`src/design/berten_pkg.sv`:
```
// constants shared by the bit error rate tester files
package berten_pkg;
	// ------------------------------------------------------------------
	// register byte offsets
	// ------------------------------------------------------------------
	localparam logic [4:0]  OFS_CTRL       = 5'h00;
	localparam logic [4:0]  OFS_PAT_CFG    = 5'h04;
	localparam logic [4:0]  OFS_SEED_LOW   = 5'h08;
	localparam logic [4:0]  OFS_SEED_HIGH  = 5'h0C;
	localparam logic [4:0]  OFS_STATUS     = 5'h10;
	localparam logic [4:0]  OFS_BIT_COUNT  = 5'h14;
	localparam logic [4:0]  OFS_ERR_COUNT  = 5'h18;
	// ------------------------------------------------------------------
	// control register fields
	// ------------------------------------------------------------------
	localparam int          CTL_ENABLE     = 0;
	localparam int          CTL_TX_LOAD    = 1;
	localparam int          CTL_RX_LOAD    = 2;
	localparam int          CTL_PMU        = 3;
	localparam int          CTL_TX_INV     = 4;
	localparam int          CTL_RX_INV     = 5;
	localparam int          CTL_NO_RESYNC  = 6;
	localparam int          CTL_ERR_SINGLE = 7;
	localparam int          CTL_ERR_PIN    = 8;
	localparam int          CTL_RATE_LO    = 9;
	localparam int          CTL_WIDTH      = 12;
	localparam logic [11:0] CTL_RESET      = 12'h000;
	// ------------------------------------------------------------------
	// pattern configuration fields
	// ------------------------------------------------------------------
	localparam int          PCR_LEN_LO     = 0;
	localparam int          PCR_REP        = 5;
	localparam int          PCR_QRSS       = 6;
	localparam int          PCR_TAP_LO     = 8;
	localparam logic [15:0] PCR_RESET      = 16'h0000;
	localparam logic [15:0] SEED_RESET     = 16'hFFFF;
	// ------------------------------------------------------------------
	// status fields and sync figures
	// ------------------------------------------------------------------
	localparam int          STS_ERR_NZ     = 0;
	localparam int          STS_OOS        = 1;
	localparam logic [5:0]  SYNC_BITS      = 6'd32;
	localparam logic [6:0]  WIN_BITS       = 7'd64;
	localparam logic [2:0]  WIN_ERR_LIMIT  = 3'd6;
	typedef enum {S_LOAD, S_VERIFY, S_SYNC} berten_sync_t;
endpackage : berten_pkg

```
`src/design/berten_gen_if.sv`:
```
// control and output of one pattern generator
`timescale 1ns/100ps
`default_nettype none
interface berten_gen_if;
	logic        repet;   // repetitive mode
	logic        qrss;    // qrss mode
	logic [4:0]  len_m1;  // length minus one
	logic [4:0]  tap_m1;  // tap minus one
	logic        load;    // preset with seed
	logic [31:0] seed;
	logic        step;    // advance one bit
	logic        ext_sel; // shift in ext_bit instead of feedback
	logic        ext_bit;
	logic        out;     // generator output
	modport gen (input repet, qrss, len_m1, tap_m1, load, seed, step, ext_sel, ext_bit, output out);
	modport ctl (output repet, qrss, len_m1, tap_m1, load, seed, step, ext_sel, ext_bit, input out);
endinterface : berten_gen_if
`default_nettype wire

```
`src/design/berten_patgen.sv`:
```
// 32-bit pattern generator shift register, instanced once each for transmit and receive
`timescale 1ns/100ps
`default_nettype none
module berten_patgen (
	// clock and reset
	input  wire logic  i_clk,
	input  wire logic  i_arst_n,
	// control
	berten_gen_if.gen  g
);
	logic [31:0] sr_q;
	logic        raw;
	logic        fb;

	// feedback selection, bit n sits at index n-1
	always_comb begin
		if (g.qrss) begin
			raw = sr_q[16] ^ sr_q[19];
		end else if (g.repet) begin
			raw = sr_q[g.len_m1];
		end else begin
			raw = sr_q[g.len_m1] ^ sr_q[g.tap_m1];
		end
		// an all-zero register would lock the sequence up forever
		fb = (!g.repet && sr_q[30:0] == 31'h0) ? 1'b1 : raw;
	end

	// output is the feedback, except qrss zero suppression
	assign g.out = (g.qrss && sr_q[13:0] == 14'h0) ? 1'b1 : fb;

	// shift from bit 1 toward bit 32
	always_ff @(posedge i_clk or negedge i_arst_n) begin
		if (!i_arst_n) begin
			sr_q <= 32'h0;
		end else if (g.load) begin
			sr_q <= g.seed;
		end else if (g.step) begin
			sr_q <= {sr_q[30:0], (g.ext_sel ? g.ext_bit : fb)};
		end
	end
endmodule : berten_patgen
`default_nettype wire

```
`src/design/berten_top.sv`:
```
// bit error rate tester: pattern generation, error insertion, sync and counting
// What this block does
// - a zero-to-one on a load bit loads the pattern into that generator while the enable bit is set.
// - pseudo-random polynomial x^n+x^y+1, n up to 32, seed up to n bits.
// - repetitive pattern of length 1 to 32 with any n-bit value.
// - 24-bit bit error counter and 32-bit received bit counter.
// - config holds tap-1 and length-1, repetitive select and qrss enable.
// - generator shifts bit 1 toward bit 32; feedback feeds bit 1 and output.
// - feedback is bit n xor bit y, or bit n when repetitive.
// - qrss feedback is bits 17 xor 20; output forced high after 14 zeros.
// - feedback forced high when bits 1 to 31 are zero, except repetitive.
// - transmit generator is preset with the seed before producing output.
// - receive checker only watches payload bits, data passes on untouched.
// - pseudo-random sync loads 32 bits then needs 32 matching bits.
// - repetitive sync tries each bit position, then needs 32 matching bits.
// - six errors in a 64-bit window start resync unless disabled.
// - out of sync flag is high whenever not in the sync state.
// - mismatch counts error and bit; match counts bit only.
// - counters hold still while out of sync.
// - error nonzero flag reads one when the error counter is above zero.
// - monitor update latches counts and clears the live counters.
// - errors inserted singly or one per 10^n bits, n 1 to 7 or off.
// - single insertion from register write or pin, chosen by config.
// - optional inversion of the outgoing pattern before overhead merge.
//
// The address map and the Avalon-MM register port are this design's own decisions.
`timescale 1ns/100ps
`default_nettype none
module berten_top #(
	parameter int ADDR_W = 5
) (
	// clock and reset
	input  wire logic              I_CLK,
	input  wire logic              I_ARST_N,
	// avalon-mm slave
	input  wire logic [ADDR_W-1:0] I_AVS_ADDRESS,
	input  wire logic              I_AVS_READ,
	input  wire logic              I_AVS_WRITE,
	input  wire logic [31:0]       I_AVS_WRITEDATA,
	input  wire logic [3:0]        I_AVS_BYTEENABLE,
	output logic      [31:0]       O_AVS_READDATA,
	output logic                   O_AVS_WAITREQUEST,
	// transmit payload slots from the framer
	input  wire logic              I_TX_PAY_EN,
	output logic                   O_TX_DATA,
	output logic                   O_TX_VALID,
	// receive payload from the framer
	input  wire logic              I_RX_PAY_EN,
	input  wire logic              I_RX_DATA,
	// manual error insert pin
	input  wire logic              I_MANUAL_ERROR_INSERT_IN,
	// status
	output logic                   O_OUT_OF_SYNC
);
	// ------------------------------------------------------------------
	// helpers
	// ------------------------------------------------------------------
	function automatic logic [31:0] be_merge(input logic [31:0] old_v, input logic [31:0] new_v,
		input logic [3:0] be);
		logic [31:0] r;
		r = old_v;
		for (int i = 0; i < 4; i++) begin
			if (be[i]) begin
				r[i*8 +: 8] = new_v[i*8 +: 8];
			end
		end
		return r;
	endfunction : be_merge

	// one less than ten to the power n, for the insertion rate counter
	function automatic logic [23:0] pow10_m1(input logic [2:0] n);
		case (n)
			3'h1: return 24'h000009;
			3'h2: return 24'h000063;
			3'h3: return 24'h0003E7;
			3'h4: return 24'h00270F;
			3'h5: return 24'h01869F;
			3'h6: return 24'h0F423F;
			default: return 24'h98967F;
		endcase
	endfunction : pow10_m1

	// ------------------------------------------------------------------
	// register state
	// ------------------------------------------------------------------
	logic [11:0] ctrl_q;
	logic [11:0] ctrl_prev_q;
	logic [15:0] pcr_q;
	logic [15:0] seed_low_q;
	logic [15:0] seed_high_q;
	logic [31:0] bit_cnt_q;
	logic [23:0] err_cnt_q;
	logic [31:0] bit_reg_q;
	logic [23:0] err_reg_q;
	logic        wait_q;
	logic [31:0] rdata_q;
	logic        req;
	logic        commit_wr;
	logic [31:0] rd_mux;
	logic [31:0] wd_ctrl;

	assign req       = I_AVS_READ | I_AVS_WRITE;
	// a write lands at the edge where waitrequest is seen low
	assign commit_wr = I_AVS_WRITE & ~wait_q;
	assign wd_ctrl   = be_merge({20'h0, ctrl_q}, I_AVS_WRITEDATA, I_AVS_BYTEENABLE);

	// read data selection, unmapped addresses read zero
	always_comb begin
		case (I_AVS_ADDRESS)
			berten_pkg::OFS_CTRL:      rd_mux = {20'h0, ctrl_q};
			berten_pkg::OFS_PAT_CFG:   rd_mux = {16'h0, pcr_q};
			berten_pkg::OFS_SEED_LOW:  rd_mux = {16'h0, seed_low_q};
			berten_pkg::OFS_SEED_HIGH: rd_mux = {16'h0, seed_high_q};
			berten_pkg::OFS_STATUS:    rd_mux = {30'h0, O_OUT_OF_SYNC, err_cnt_q != 24'h0};
			berten_pkg::OFS_BIT_COUNT: rd_mux = bit_reg_q;
			berten_pkg::OFS_ERR_COUNT: rd_mux = {8'h0, err_reg_q};
			default:                   rd_mux = 32'h0;
		endcase
	end

	// two-cycle handshake: waitrequest drops for one cycle per access
	always_ff @(posedge I_CLK or negedge I_ARST_N) begin
		if (!I_ARST_N) begin
			wait_q  <= 1'b1;
			rdata_q <= 32'h0;
		end else begin
			wait_q  <= ~(req & wait_q);
			rdata_q <= (I_AVS_READ & wait_q) ? rd_mux : rdata_q;
		end
	end
	assign O_AVS_WAITREQUEST = wait_q;
	assign O_AVS_READDATA    = rdata_q;

	// software writable registers
	always_ff @(posedge I_CLK or negedge I_ARST_N) begin
		if (!I_ARST_N) begin
			ctrl_q      <= berten_pkg::CTL_RESET;
			ctrl_prev_q <= berten_pkg::CTL_RESET;
			pcr_q       <= berten_pkg::PCR_RESET;
			seed_low_q  <= berten_pkg::SEED_RESET;
			seed_high_q <= berten_pkg::SEED_RESET;
		end else begin
			ctrl_prev_q <= ctrl_q;
			if (commit_wr && I_AVS_ADDRESS == berten_pkg::OFS_CTRL) begin
				ctrl_q <= wd_ctrl[11:0];
			end
			if (commit_wr && I_AVS_ADDRESS == berten_pkg::OFS_PAT_CFG) begin
				pcr_q <= 16'(be_merge({16'h0, pcr_q}, I_AVS_WRITEDATA, I_AVS_BYTEENABLE));
			end
			if (commit_wr && I_AVS_ADDRESS == berten_pkg::OFS_SEED_LOW) begin
				seed_low_q <= 16'(be_merge({16'h0, seed_low_q}, I_AVS_WRITEDATA, I_AVS_BYTEENABLE));
			end
			if (commit_wr && I_AVS_ADDRESS == berten_pkg::OFS_SEED_HIGH) begin
				seed_high_q <= 16'(be_merge({16'h0, seed_high_q}, I_AVS_WRITEDATA, I_AVS_BYTEENABLE));
			end
		end
	end

	// ------------------------------------------------------------------
	// decoded configuration and events
	// ------------------------------------------------------------------
	logic       enable;
	logic       tx_load;
	logic       rx_load;
	logic       pmu_evt;
	logic [2:0] rate_n;
	logic       sw_single;

	assign enable    = ctrl_q[berten_pkg::CTL_ENABLE];
	// loads act on the rising edge of the stored bit, only while enabled
	assign tx_load   = enable & ctrl_q[berten_pkg::CTL_TX_LOAD] & ~ctrl_prev_q[berten_pkg::CTL_TX_LOAD];
	assign rx_load   = enable & ctrl_q[berten_pkg::CTL_RX_LOAD] & ~ctrl_prev_q[berten_pkg::CTL_RX_LOAD];
	assign pmu_evt   = ctrl_q[berten_pkg::CTL_PMU] & ~ctrl_prev_q[berten_pkg::CTL_PMU];
	assign rate_n    = ctrl_q[berten_pkg::CTL_RATE_LO +: 3];
	// the single insert bit is a strobe: writing one requests one error
	assign sw_single = commit_wr & (I_AVS_ADDRESS == berten_pkg::OFS_CTRL) & wd_ctrl[berten_pkg::CTL_ERR_SINGLE];

	// ------------------------------------------------------------------
	// pattern generators
	// ------------------------------------------------------------------
	berten_gen_if tx_g ();
	berten_gen_if rx_g ();
	logic rx_bit;
	logic rx_miss;
	logic rx_shift_in;
	berten_pkg::berten_sync_t state_q;

	// both generators share the configuration; n and y are stored minus one
	always_comb begin
		tx_g.repet   = pcr_q[berten_pkg::PCR_REP];
		tx_g.qrss    = pcr_q[berten_pkg::PCR_QRSS];
		tx_g.len_m1  = pcr_q[berten_pkg::PCR_LEN_LO +: 5];
		tx_g.tap_m1  = pcr_q[berten_pkg::PCR_TAP_LO +: 5];
		tx_g.seed    = {seed_high_q, seed_low_q};
		tx_g.load    = tx_load;
		tx_g.step    = I_TX_PAY_EN & ~tx_load;
		tx_g.ext_sel = 1'b0;
		tx_g.ext_bit = 1'b0;
		rx_g.repet   = pcr_q[berten_pkg::PCR_REP];
		rx_g.qrss    = pcr_q[berten_pkg::PCR_QRSS];
		rx_g.len_m1  = pcr_q[berten_pkg::PCR_LEN_LO +: 5];
		rx_g.tap_m1  = pcr_q[berten_pkg::PCR_TAP_LO +: 5];
		rx_g.seed    = {seed_high_q, seed_low_q};
		rx_g.load    = rx_load;
		rx_g.step    = I_RX_PAY_EN & ~rx_load;
		rx_g.ext_sel = rx_shift_in;
		rx_g.ext_bit = rx_bit;
	end

	berten_patgen u_tx_gen (
		.i_clk    (I_CLK),
		.i_arst_n (I_ARST_N),
		.g        (tx_g.gen)
	);

	berten_patgen u_rx_gen (
		.i_clk    (I_CLK),
		.i_arst_n (I_ARST_N),
		.g        (rx_g.gen)
	);

	// ------------------------------------------------------------------
	// transmit error insertion
	// ------------------------------------------------------------------
	logic [1:0]  pin_sync_q;
	logic        pin_prev_q;
	logic        single_q;
	logic [23:0] rate_cnt_q;
	logic        pin_edge;
	logic        rate_hit;
	logic        ins_err;

	assign pin_edge = pin_sync_q[1] & ~pin_prev_q;
	assign rate_hit = (rate_n != 3'h0) && (rate_cnt_q == pow10_m1(rate_n));
	assign ins_err  = I_TX_PAY_EN & (single_q | rate_hit);

	// the pin is asynchronous, so two flops come before the edge detector
	always_ff @(posedge I_CLK or negedge I_ARST_N) begin
		if (!I_ARST_N) begin
			pin_sync_q <= 2'b00;
			pin_prev_q <= 1'b0;
		end else begin
			pin_sync_q <= {pin_sync_q[0], I_MANUAL_ERROR_INSERT_IN};
			pin_prev_q <= pin_sync_q[1];
		end
	end

	// pending single error; a new request in the consuming cycle survives
	always_ff @(posedge I_CLK or negedge I_ARST_N) begin
		if (!I_ARST_N) begin
			single_q <= 1'b0;
		end else if (ctrl_q[berten_pkg::CTL_ERR_PIN] ? pin_edge : sw_single) begin
			single_q <= 1'b1;
		end else if (I_TX_PAY_EN) begin
			single_q <= 1'b0;
		end
	end

	// payload bits since the last rate error
	always_ff @(posedge I_CLK or negedge I_ARST_N) begin
		if (!I_ARST_N) begin
			rate_cnt_q <= 24'h0;
		end else if (rate_n == 3'h0) begin
			rate_cnt_q <= 24'h0;
		end else if (I_TX_PAY_EN) begin
			rate_cnt_q <= rate_hit ? 24'h0 : rate_cnt_q + 24'h1;
		end
	end

	// outgoing bit, inverted when the tx invert bit is set, before the framer merges its overhead
	always_ff @(posedge I_CLK or negedge I_ARST_N) begin
		if (!I_ARST_N) begin
			O_TX_DATA  <= 1'b0;
			O_TX_VALID <= 1'b0;
		end else begin
			O_TX_VALID <= I_TX_PAY_EN;
			if (I_TX_PAY_EN) begin
				O_TX_DATA <= tx_g.out ^ ins_err ^ ctrl_q[berten_pkg::CTL_TX_INV];
			end
		end
	end

	// ------------------------------------------------------------------
	// receive synchronisation
	// ------------------------------------------------------------------
	berten_pkg::berten_sync_t state_d;
	logic [5:0] sync_cnt_q;
	logic [6:0] win_cnt_q;
	logic [2:0] win_err_q;
	logic       resync;

	assign rx_bit  = I_RX_DATA ^ ctrl_q[berten_pkg::CTL_RX_INV];
	assign rx_miss = rx_bit ^ rx_g.out;
	// loading pulls the incoming bits in; repetitive mode slides one position per miss
	assign rx_shift_in = (state_q == berten_pkg::S_LOAD)
		| (state_q == berten_pkg::S_VERIFY && rx_miss && rx_g.repet);
	assign resync  = ~ctrl_q[berten_pkg::CTL_NO_RESYNC] & rx_miss & (win_err_q == berten_pkg::WIN_ERR_LIMIT - 3'd1);

	always_comb begin
		state_d = state_q;
		case (state_q)
			berten_pkg::S_LOAD: begin
				if (I_RX_PAY_EN && sync_cnt_q == berten_pkg::SYNC_BITS - 6'd1) begin
					state_d = berten_pkg::S_VERIFY;
				end
			end
			berten_pkg::S_VERIFY: begin
				if (I_RX_PAY_EN && rx_miss && !rx_g.repet) begin
					state_d = berten_pkg::S_LOAD;
				end else if (I_RX_PAY_EN && !rx_miss && sync_cnt_q == berten_pkg::SYNC_BITS - 6'd1) begin
					state_d = berten_pkg::S_SYNC;
				end
			end
			berten_pkg::S_SYNC: begin
				if (I_RX_PAY_EN && resync) begin
					state_d = berten_pkg::S_LOAD;
				end
			end
			default: state_d = berten_pkg::S_LOAD;
		endcase
		if (rx_load) begin
			state_d = berten_pkg::S_LOAD;
		end
	end

	// sync state, bit counter for load and verify phases
	always_ff @(posedge I_CLK or negedge I_ARST_N) begin
		if (!I_ARST_N) begin
			state_q       <= berten_pkg::S_LOAD;
			sync_cnt_q    <= 6'h0;
			O_OUT_OF_SYNC <= 1'b1;
		end else begin
			state_q       <= state_d;
			O_OUT_OF_SYNC <= (state_d != berten_pkg::S_SYNC);
			if (state_d != state_q || rx_load || (state_q == berten_pkg::S_VERIFY && I_RX_PAY_EN && rx_miss)) begin
				sync_cnt_q <= 6'h0;
			end else if (I_RX_PAY_EN) begin
				sync_cnt_q <= sync_cnt_q + 6'h1;
			end
		end
	end

	// errors within each 64-bit window while in sync
	always_ff @(posedge I_CLK or negedge I_ARST_N) begin
		if (!I_ARST_N) begin
			win_cnt_q <= 7'h0;
			win_err_q <= 3'h0;
		end else if (state_q != berten_pkg::S_SYNC || state_d != berten_pkg::S_SYNC) begin
			win_cnt_q <= 7'h0;
			win_err_q <= 3'h0;
		end else if (I_RX_PAY_EN) begin
			if (win_cnt_q == berten_pkg::WIN_BITS - 7'd1) begin
				win_cnt_q <= 7'h0;
				win_err_q <= 3'h0;
			end else begin
				win_cnt_q <= win_cnt_q + 7'h1;
				// saturates so a disabled resync cannot wrap the count
				if (rx_miss && win_err_q != berten_pkg::WIN_ERR_LIMIT) begin
					win_err_q <= win_err_q + 3'h1;
				end
			end
		end
	end

	// ------------------------------------------------------------------
	// bit and error counters
	// ------------------------------------------------------------------
	logic count_now;
	assign count_now = I_RX_PAY_EN & ~O_OUT_OF_SYNC;

	// live counters; a bit in the update cycle starts the new period
	always_ff @(posedge I_CLK or negedge I_ARST_N) begin
		if (!I_ARST_N) begin
			bit_cnt_q <= 32'h0;
			err_cnt_q <= 24'h0;
		end else if (pmu_evt) begin
			bit_cnt_q <= {31'h0, count_now};
			err_cnt_q <= {23'h0, count_now & rx_miss};
		end else if (count_now) begin
			bit_cnt_q <= bit_cnt_q + 32'h1;
			err_cnt_q <= err_cnt_q + {23'h0, rx_miss};
		end
	end

	// software-visible copies taken at each monitor update
	always_ff @(posedge I_CLK or negedge I_ARST_N) begin
		if (!I_ARST_N) begin
			bit_reg_q <= 32'h0;
			err_reg_q <= 24'h0;
		end else if (pmu_evt) begin
			bit_reg_q <= bit_cnt_q;
			err_reg_q <= err_cnt_q;
		end
	end
endmodule : berten_top
`default_nettype wire

```
`config.mk`:
```
export PLATFORM = sky130hd
export DESIGN_NAME = berten_top
export DESIGN_NICKNAME = d
export VERILOG_FILES = /design/src/design/berten_pkg.sv /design/src/design/berten_gen_if.sv /design/src/design/berten_patgen.sv /design/src/design/berten_top.sv
export SDC_FILE = /design/constraint.sdc
export NUM_CORES = 1
export LEC_CHECK = 0
export BUFFER_PORTS_ARGS = -buffer_cell sky130_fd_sc_hd__buf_2
export CAP_MARGIN = 20
export CORE_MARGIN = 8
export CORE_UTILIZATION = 55
export CTS_CLUSTER_DIAMETER = 30
export DETAILED_ROUTE_END_ITERATION = 10
export PLACE_DENSITY = 0.79
export SETUP_SLACK_MARGIN = 0.4
export SLEW_MARGIN = 20
export SYNTH_ARGS = -nofsm -noshare
export SYNTH_HDL_FRONTEND = slang
export SYNTH_SLANG_ARGS = --single-unit
export TNS_END_PERCENT = 50
```
`constraint.sdc`:
```
create_clock -name I_CLK -period 10.6 [get_ports I_CLK]
set_input_delay 0.53 -clock I_CLK [delete_from_list [all_inputs] [get_ports I_CLK]]
set_output_delay 0.53 -clock I_CLK [all_outputs]
set_load 0.05 [all_outputs]
```
==> metrics list, run 1 <==
- Initial Util: 56.1%
- Number of clock buffers inserted by TritonCTS: 76
* Total setup buffers inserted after CTS: 0
* CP required: 11100 ps
* Netlist Area Pre-Place: 17700 um2
- Share of async-settable or async-resettable flops after synthesis: 100%
- Counting the fill cells in the layout gives 2319.
* Path type of the worst min-delay path: input port to asynchronous set/reset pin
- The number of hold buffers added after CTS was 0.
* Clock insertion delay at the later pin of the skew report: 580 ps
- For this run, the top clock speed supported by timing is 0.199 GHz.
- Number of design rule violations left after detail routing: 0
- Capturing element of the worst setup path: err_cnt_q[18]
- Counting every instance in the synthesized netlist gives 1704.
- The die is 196 um wide.
* Proportion of layout cells with a drive suffix above 1: 20.1%
* Most used flip-flop cell after synthesis: dfrtp_1
- TritonCTS clock tree: built
- In this run the critical register-to-register path is captured at err_cnt_q[18].
- Warnings, synthesis: 0
- Once placement completed, the tool counted placed cells totaling 2110.
- Top-level port count: 85
- Synthesized flop and latch total: 351
- Total power: 4.84 mW
* Number of gates resized after cts: 0
- Cell type with the largest total area after synthesis: dfrtp_1
- Crit Path Class: register to register
- Clock-pin slew was measured on the worst setup and hold paths at 50 ps.
* Worst-path fanout max: 30
- Placer's final routability congestion estimate: 0.871
- GRT overflow: 0
* Worst setup EP type: register
- From bottom edge to top edge, the die measures 196 um.
- Setup repair after global routing missed its margin: false
* Worst IR drop on VDD: 0.155 mV
* First DRT Iteration DRCs: 1425
- Entering global routing, the biggest net connects 122 pins.
- The clock tree synthesis step divided the H-tree into 3 levels.
- Once layout is complete, the cells apart from fillers number 2253.
- Most instantiated cells after synthesis: dfrtp_1, nand2_1, nor2_1
- Global routing used 24.7% of the available tracks.
- The core region is 31600 um2.
- Most repeated cell in the gate-level netlist after synthesis: dfrtp_1
- Kind of start point of the critical path: register
- Final critical-path share of the clock period: 47.4%
* Startpoint of the most critical setup path: pcr_q[1]
- The die covers 38300 um2.
* DRT antenna net count: 0
- Sequential cell area fraction in the yosys report: 49.7%
- The final layout contains routed wiring with a total length of 46700 um.
* Per-instance average area after synthesis: 10.4 um2
- Across the run, the number of max-cap violations was 0.
- At the pin with the least slew margin, the transition time is 999 ps.
- Number of buffers on the longest clock path: 3
- Vias after detailed routing: 14116
- Leak pwr: 9.69 nW
- In this run, synthesis inferred 0 flip-flops with an integrated enable.
- For the worst setup path, the data arrival time is 5520 ps.
* Wire length of the first global-routing pass: 76500 um
* Worst R2R Path Depth: 13
- Detailed Place HPWL: 29100 um
- After synthesis, the netlist uses 74 different library cells.
- In this run the cell area measured after placement is 18400 um2.
* Portion of synthesized cell area occupied by the leading cell type: 44.7%
* Cell types occupying the most area after synthesis: dfrtp_1, nand2_1, dfstp_2
* Site Rows: 65
* Number of sinks driven by the clock tree: 351
- After the last flow step, the layout net total stands at 1843.
- Average wire length per cell after detail routing: 20.7 um
- The routed design could run at a clock period as short as 5030 ps.
- Antenna violations before repair: 3
* Final Hold Violating Endpoints: 0
* Area added between synthesis and finish: 18.5%
- Run status: complete, no violations
* Reg2Reg Setup Slack: 5570 ps
- The worst register-to-register path begins at pcr_q[1].
- Endpoints failing setup: 0
* Skew final: 22.6 ps
- In this run the power density over the cells is 230 nW/um2.
* Count of input and output buffers: 66
- Worst Hold Slack: 26.2 ps
* Router iterations before antenna repair: 8
- The final max-slew violation count is 0.
- Number of global-route vias before repair: 14320
- The root buffer cell chosen for the clock tree is clkbuf_16.
* Via/cell ratio: 6.27
- Sum of negative setup slack: 0 ps
- The worst pin sits at a relative slew slack of 33.4%.
* Summed area of non-filler cells in the final layout: 21000 um2
## cells in the final DEF (no fill, tap or decap), types with 16 or more instances in the layout
cell type	n
mux2i_1	85
buf_2	65
a21oi_1	96
nor2_1	141
inv_1	26
a21o_1	21
clkbuf_16	78
o21ai_0	63
xnor2_1	16
mux2_2	69
nand2b_1	17
conb_1	30
nand2_1	256
or3_1	17
nor3_1	27
a22o_1	24
nand4_1	27
xor2_1	36
mux4_2	35
and3_1	24
nor4_1	33
dfrtp_1	317
dfstp_2	34
nand3_1	46
## power by group
part           switching (mW)  internal (mW)  leakage [nW]
Combinational           0.334          0.325          3.93
Clock                   0.783           1.62          1.29
Sequential              0.250           1.53          4.47
## cell type report
class | instances | area [um2] | share of cell area (%)
inverter | 27 | 101 | 0.482
multi-input combinational | 1249 | 8480 | 40.4
sequential | 351 | 8830 | 42.0
clock inverter | 46 | 533 | 2.54
timing repair buffer | 81 | 453 | 2.16
antenna | 3 | 7.51 | 0.0357
tap | 402 | 503 | 2.39
clock buffer | 94 | 2110 | 10.0
## flip-flops by register name, summed over array words and instances (netlist names), 2 cells and up
register and cells:
pin_sync_q 2, sync_cnt_q 6, ctrl_prev_q 3, bit_cnt_q 32
seed_low_q 16, state_q 32, pcr_q 16, u_tx_gen.sr_q 32
win_err_q 3, u_rx_gen.sr_q 32, err_reg_q 24, err_cnt_q 24
bit_reg_q 32, O_AVS_READDATA 32, rate_cnt_q 24, win_cnt_q 7
seed_high_q 16, ctrl_q 12
## metrics by stage
| step | setup WS [ps] | utilization [%] |
|---|---|---|
| after CTS | 5620 | 66.4 |
| after floorplan | 7020 | - |
| after global routing | 5260 | 66.4 |
| after global placement | 5820 | 58.1 |
| after detailed placement | 5650 | 58.1 |
| final | 5570 | 66.4 |
## worst min path at each step
stage	slack [ps]	to	from
6_report	30	rate_cnt_q[23]	I_ARST_N
2_1_floorplan	230	O_AVS_READDATA[0]	I_ARST_N
5_1_grt	50	pin_sync_q[0]	I_MANUAL_ERROR_INSERT_IN
3_5_place_dp	340	pin_sync_q[1]	pin_sync_q[0]
3_3_place_gp	340	pin_sync_q[1]	pin_sync_q[0]
4_1_cts	40	pin_sync_q[0]	I_MANUAL_ERROR_INSERT_IN
## critical path: stages (launching register included)
cell	delay, ps
dfrtp_1	980
mux4_1	430
mux2i_1	90
a22oi_1	560
a211oi_1	220
mux2i_2	300
nand3_2	520
nor2_1	250
ha_1	220
nand3_1	130
nor2_1	390
nand4_1	290
or3_1	380
a21oi_1	160
## logic make-up after synthesis
| group | Yosys count | share of synthesized area [%] |
|---|---|---|
| flip-flops | 351 | 49.7 |
| multiplexers | 201 | 15.3 |
| XOR/XNOR | 52 | 2.57 |
| adder cells (fa/ha/maj) | 8 | 0.564 |
| AO/OA/AOI/OAI | 297 | 11.0 |
| other | 1 | 0.0211 |
| buffers and inverters | 133 | 3.15 |
| AND/OR/NAND/NOR | 661 | 17.6 |
## per-layer routing
layer	GRT usage [%]	vias up	part of all wire, %
met2	38.7	621	47
li1	-	6323	-
met4	12.4	4	4.4
met1	31.5	7036	40
met3	6.57	132	8.6
met5	0	-	0.058
(Power assumes the default switching activity.)
==> run 2: changes to the inputs <==
--- a/config.mk
+++ b/config.mk
@@ -5,6 +5,7 @@
 export SDC_FILE = /design/constraint.sdc
 export NUM_CORES = 1
 export LEC_CHECK = 0
+export ABC_AREA = 1
 export BUFFER_PORTS_ARGS = -buffer_cell sky130_fd_sc_hd__buf_2
 export CAP_MARGIN = 20
 export CORE_MARGIN = 8
==> constraint.sdc (replaced) <==
create_clock -name I_CLK -period 5.13 [get_ports I_CLK]
set_input_delay 0.2565 -clock I_CLK [delete_from_list [all_inputs] [get_ports I_CLK]]
set_output_delay 0.2565 -clock I_CLK [all_outputs]
set_load 0.05 [all_outputs]
==> run 2 against run 1 <==
Effect of this change: area after synthesis decreased by 2.3%; sequential power increased by 83%; register-to-register slack got worse by 4700 ps; worst setup slack got worse by 4700 ps; final area decreased by 1.5%; worst hold slack improved by 6.0 ps; critical path depth increased by 16; sequential cell count unchanged.
==> metrics list, run 2 <==
* Switching power of the nets: 2.51 mW (+84%)
- The number of routed nets with antenna violations was 0 (unchanged).
- Family of cells with the greatest summed delay on the critical path: simple AND/OR/NAND/NOR gates
* Total setup buffers inserted after CTS: 0 (unchanged)
- The worst setup path is launched from a register.
- Data arrival, critical path: 4760 ps (-760 ps)
- First DRT Iteration DRCs: 1649 (+16%)
* Wire length of the first global-routing pass: 82200 um (+7.5%)
- Internal Pwr Total: 6.52 mW (+88%)
* DRT Wirelength: 51400 um (+10%)
* Comb power frac: 11.8% (-1.8 points)
- The part of the total power dissipated in sequential elements came to 36.1% (-0.7 points).
- The worst-case vdd ir drop is 0.280 mV (+81%).
- Count of input and output buffers: 66 (unchanged)
- The measured slew at the worst slew-check pin is 1080 ps (+79.3 ps).
- Sequential cell area fraction in the yosys report: 50.9% (+1.2 points)
* Number of enable-type register cells in the synthesized netlist: 0 (unchanged)
* Placer's final routability congestion estimate: 0.981 (+13%)
- After synthesis, the largest family of logic cells by area is simple AND/OR/NAND/NOR gates.
* Final Hold Violating Endpoints: 0 (unchanged)
- The overall die height was 194 um (-1.1%).
- The via count of the routed design is 16012 (+13%).
- GRT overflow: 0 (unchanged)
- Post-place setup slack: 797 ps (-4860 ps)
- The number of diodes added for antenna fixing is 0 (-3).
- On the critical path, the stage with the largest delay is an instance of dfrtp_1.
* Worst-path fanout max: 10 (-67%)
- Warnings, synthesis: 0 (unchanged)
* Per-instance average area after synthesis: 8.09 um2 (-22%)
- Number of sinks driven by the clock tree: 351 (unchanged)
- The fraction of power spent switching nets was 27.8% (-0.42 points).
- The share of synthesized area spent on multiplexers is 0% (-15 points).
* Basic-gate share of the synthesized area counting and, or, nand and nor cells: 22.3% (+4.6 points)
- Number of clock buffers inserted by TritonCTS: 74 (-2.6%)
- The most used flip-flop cell after synthesis is dfrtp_1.
- The number of max-cap violations is 0 (unchanged).
- The number of core rows is 65 (unchanged).
* Leak pwr: 9.11 nW (-6.0%)
* Core box area: 31300 um2 (-1.0%)
* Post-synthesis share of cell area spent on full adders, half adders and majority gates: 0.578% (+0.013 points)
* Endpoints failing setup: 0 (unchanged)
- Synth Instances: 2143 (+26%)
- Share of the synthesized area in compound gates (AO/OA/AOI/OAI): 16.2% (+5.2 points)
- Counting stages on the worst path, the most repeated cell is nand2_1.
* Clock root buffer: clkbuf_16
- The run finished with clean final reports.
* Share of async-settable or async-resettable flops after synthesis: 100% (unchanged)
- Detailed Place HPWL: 34800 um (+20%)
- Number of fill cells: 2432 (+4.9%)
* Max Slew Vio Count: 0 (unchanged)
* PD cells: 436 nW/um2 (+90%)
- After synthesis, the cell types taking the most area are dfrtp_1, nand2_1, o21ai_0.
- Layout Nets: 2312 (+25%)
- The post-route DRC violation count is 0 (unchanged).
- The area of the mapped netlist is 17300 um2 (-2.3%).
- Crit Path Class: register to register
* Post-Synth XOR/XNOR Area: 1.31% (-1.3 points)
* Min Clock Period, post-route: 4300 ps (-725 ps)
- The routed wirelength normalized by instance count is 18.9 um (-8.7%).
- TritonCTS built the clock tree.
* Peak clock frequency supported by timing: 0.233 GHz (+17%)
- The number of placed I/O pins is 85 (unchanged).
* CTS clk-pin slew, worst paths: 50 ps (about the same)
- Setup repair after global routing missed its margin: false
- Synthesized flop and latch total: 351 (unchanged)
- Largest stage delay on the critical path: 580 ps (-400 ps)
- The via-per-instance ratio was 5.90 (-5.9%).
- Most common library cell in the layout ignoring fill and taps: nand2_1
- Skew final: 26.0 ps (+3.39 ps)
- Worst setup slack after layout: 829 ps (-4750 ps)
- The setup TNS is 0 ps (unchanged).
- Core Util, Final: 66.1% (-0.33 points)
- Final critical-path share of the clock period: 83.8% (+36 points)
- The required time of the critical path came to 5590 ps (-5510 ps).
- Overall die area: 37400 um2 (-2.1%)
* Clock insertion delay at the later pin of the skew report: 580 ps (about the same)
- Initial Util: 55.3% (-0.73 points)
* Total power: 9.03 mW (+87%)
* Worst setup EP type: register
* Pin count of the biggest net entering global routing: 128 (+4.9%)
- Proportion of layout cells with a drive suffix above 1: 11.7% (-8.5 points)
- The global-route total usage across every layer is 26.9% (+2.2 points).
* Yosys cell types: 50 (-32%)
* Router iterations before antenna repair: 6 (-2)
- The biggest area contributor in the post-synthesis netlist is dfrtp_1.
- Relative to the synthesized area, the layout overhead comes to 19.4%.
- In the post-synthesis netlist, the cell with the most instances is nand2_1.
- The total buffers and inverters traversed by the critical path was 5 (+5).
- The commonest cells after synthesis are nand2_1, dfrtp_1, inv_1.
* Number of buffers on the longest clock path: 3 (unchanged)
* Number of global-route vias before repair: 15848 (+11%)
- Width of the chip: 194 um (-1.1%)
- Path type of the worst min-delay path: input port to register
- The initial antenna violation count was 0 (-3).
* Most frequent cells in the layout: nand2_1, dfrtp_1, inv_1, o21ai_0, nand3_1
- The depth of the CTS H-tree is 3 (unchanged).
- The proportion of netlist area held by the largest area contributor was 45.8% (+1.1 points).
- Worst slew margin: 28.0% (-5.5 points)
* Clock group share of total power: 52.2% (+2.6 points)
## run 2: changes by cell type after synthesis, moves of 20 or more
cell | previous run | this run
a22o_1 | 24 | 1
and3_1 | 24 | 4
inv_1 | 26 | 291
mux2_2 | 69 | 0
mux2i_1 | 85 | 0
mux4_2 | 35 | 0
nand2_1 | 256 | 524
nand3_1 | 46 | 120
nor2_1 | 141 | 118
nor3_1 | 27 | 47
o21ai_0 | 63 | 220
o221ai_1 | 3 | 66
o22ai_1 | 6 | 40
## run 2: final timing paths
| path | from | endpoint | slack (ps) | cells after the start |
|---|---|---|---|---|
| min in group asynchronous | I_ARST_N | pcr_q[12] | 300 | 2 |
| worst max-delay path | pcr_q[10] | err_cnt_q[20] | 830 | 29 |
| max in group asynchronous | I_ARST_N | err_cnt_q[8] | 3660 | 3 |
| worst min register to register | pin_sync_q[0] | pin_sync_q[1] | 360 | 0 |
| worst min-delay path | I_AVS_WRITEDATA[2] | seed_low_q[2] | 30 | 3 |
| worst max register to register | pcr_q[10] | err_cnt_q[20] | 830 | 29 |
## run 2: kinds of logic (layout without fill, tap and decap cells)
family	after synthesis	count (layout)
AND/OR/NAND/NOR	897	897
buffers and inverters	389	530
adder cells (fa/ha/maj)	8	8
XOR/XNOR	26	26
other	1	30
AO/OA/AOI/OAI	471	471
flip-flops	351	351
## run 2: layout make-up
| cell class | count | area (um2) | share of cell area [%] |
|---|---|---|---|
| clock buffer | 100 | 2110 | 10.2 |
| clock inverter | 34 | 393 | 1.90 |
| inverter | 304 | 1150 | 5.54 |
| multi-input combinational | 1432 | 7130 | 34.5 |
| sequential | 351 | 8830 | 42.6 |
| tap | 402 | 503 | 2.43 |
| timing repair buffer | 92 | 586 | 2.83 |
## run 2: power by group through the flow
stage / Clock (mW) / Sequential [mW] / Combinational (mW)
after global routing: 4.88 / 3.27 / 1.19
after detailed placement: 0 / 3.28 / 1.03
after global placement: 0 / 3.27 / 1.01
after CTS: 4.75 / 3.25 / 1.05
after floorplan: 0 / 3.23 / 0.712
final: 4.71 / 3.26 / 1.06
## run 2: stage by stage
| stage | cells | area, um2 | hold slack [ps] |
|---|---|---|---|
| 2_1_floorplan | 2172 | 17400 | -39.1 |
| 3_3_place_gp | 2571 | 18100 | 338 |
| 3_5_place_dp | 2571 | 18100 | 350 |
| 4_1_cts | 2715 | 20700 | 5.40 |
| 5_1_grt | 2715 | 20700 | 34.6 |
| 6_report | 2715 | 20700 | 32.2 |
## run 2: per-layer routing
| layer | routed length [um] | track usage [%] | part of all wire (%) | vias to the layer above |
|---|---|---|---|---|
| met5 | 0 | 0 | 0 | - |
| met4 | 2880 | 15.0 | 5.6 | 0 |
| met3 | 3940 | 5.29 | 7.7 | 199 |
| met2 | 24200 | 43.7 | 47 | 764 |
| met1 | 20300 | 33.6 | 40 | 7667 |
| li1 | - | - | - | 7382 |
## run 2: tightest hold or removal path: stages
cell and delay [ps]:
buf_2 120, inv_1 120, o21ai_0 100
## run 2: repair_timing
action / 4_1_cts / 5_1_grt
resized for setup: 0 / 5
endpoints found under the hold margin: 97 / 0
endpoints found under the setup margin: 0 / 1
hold buffers: 10 / 0
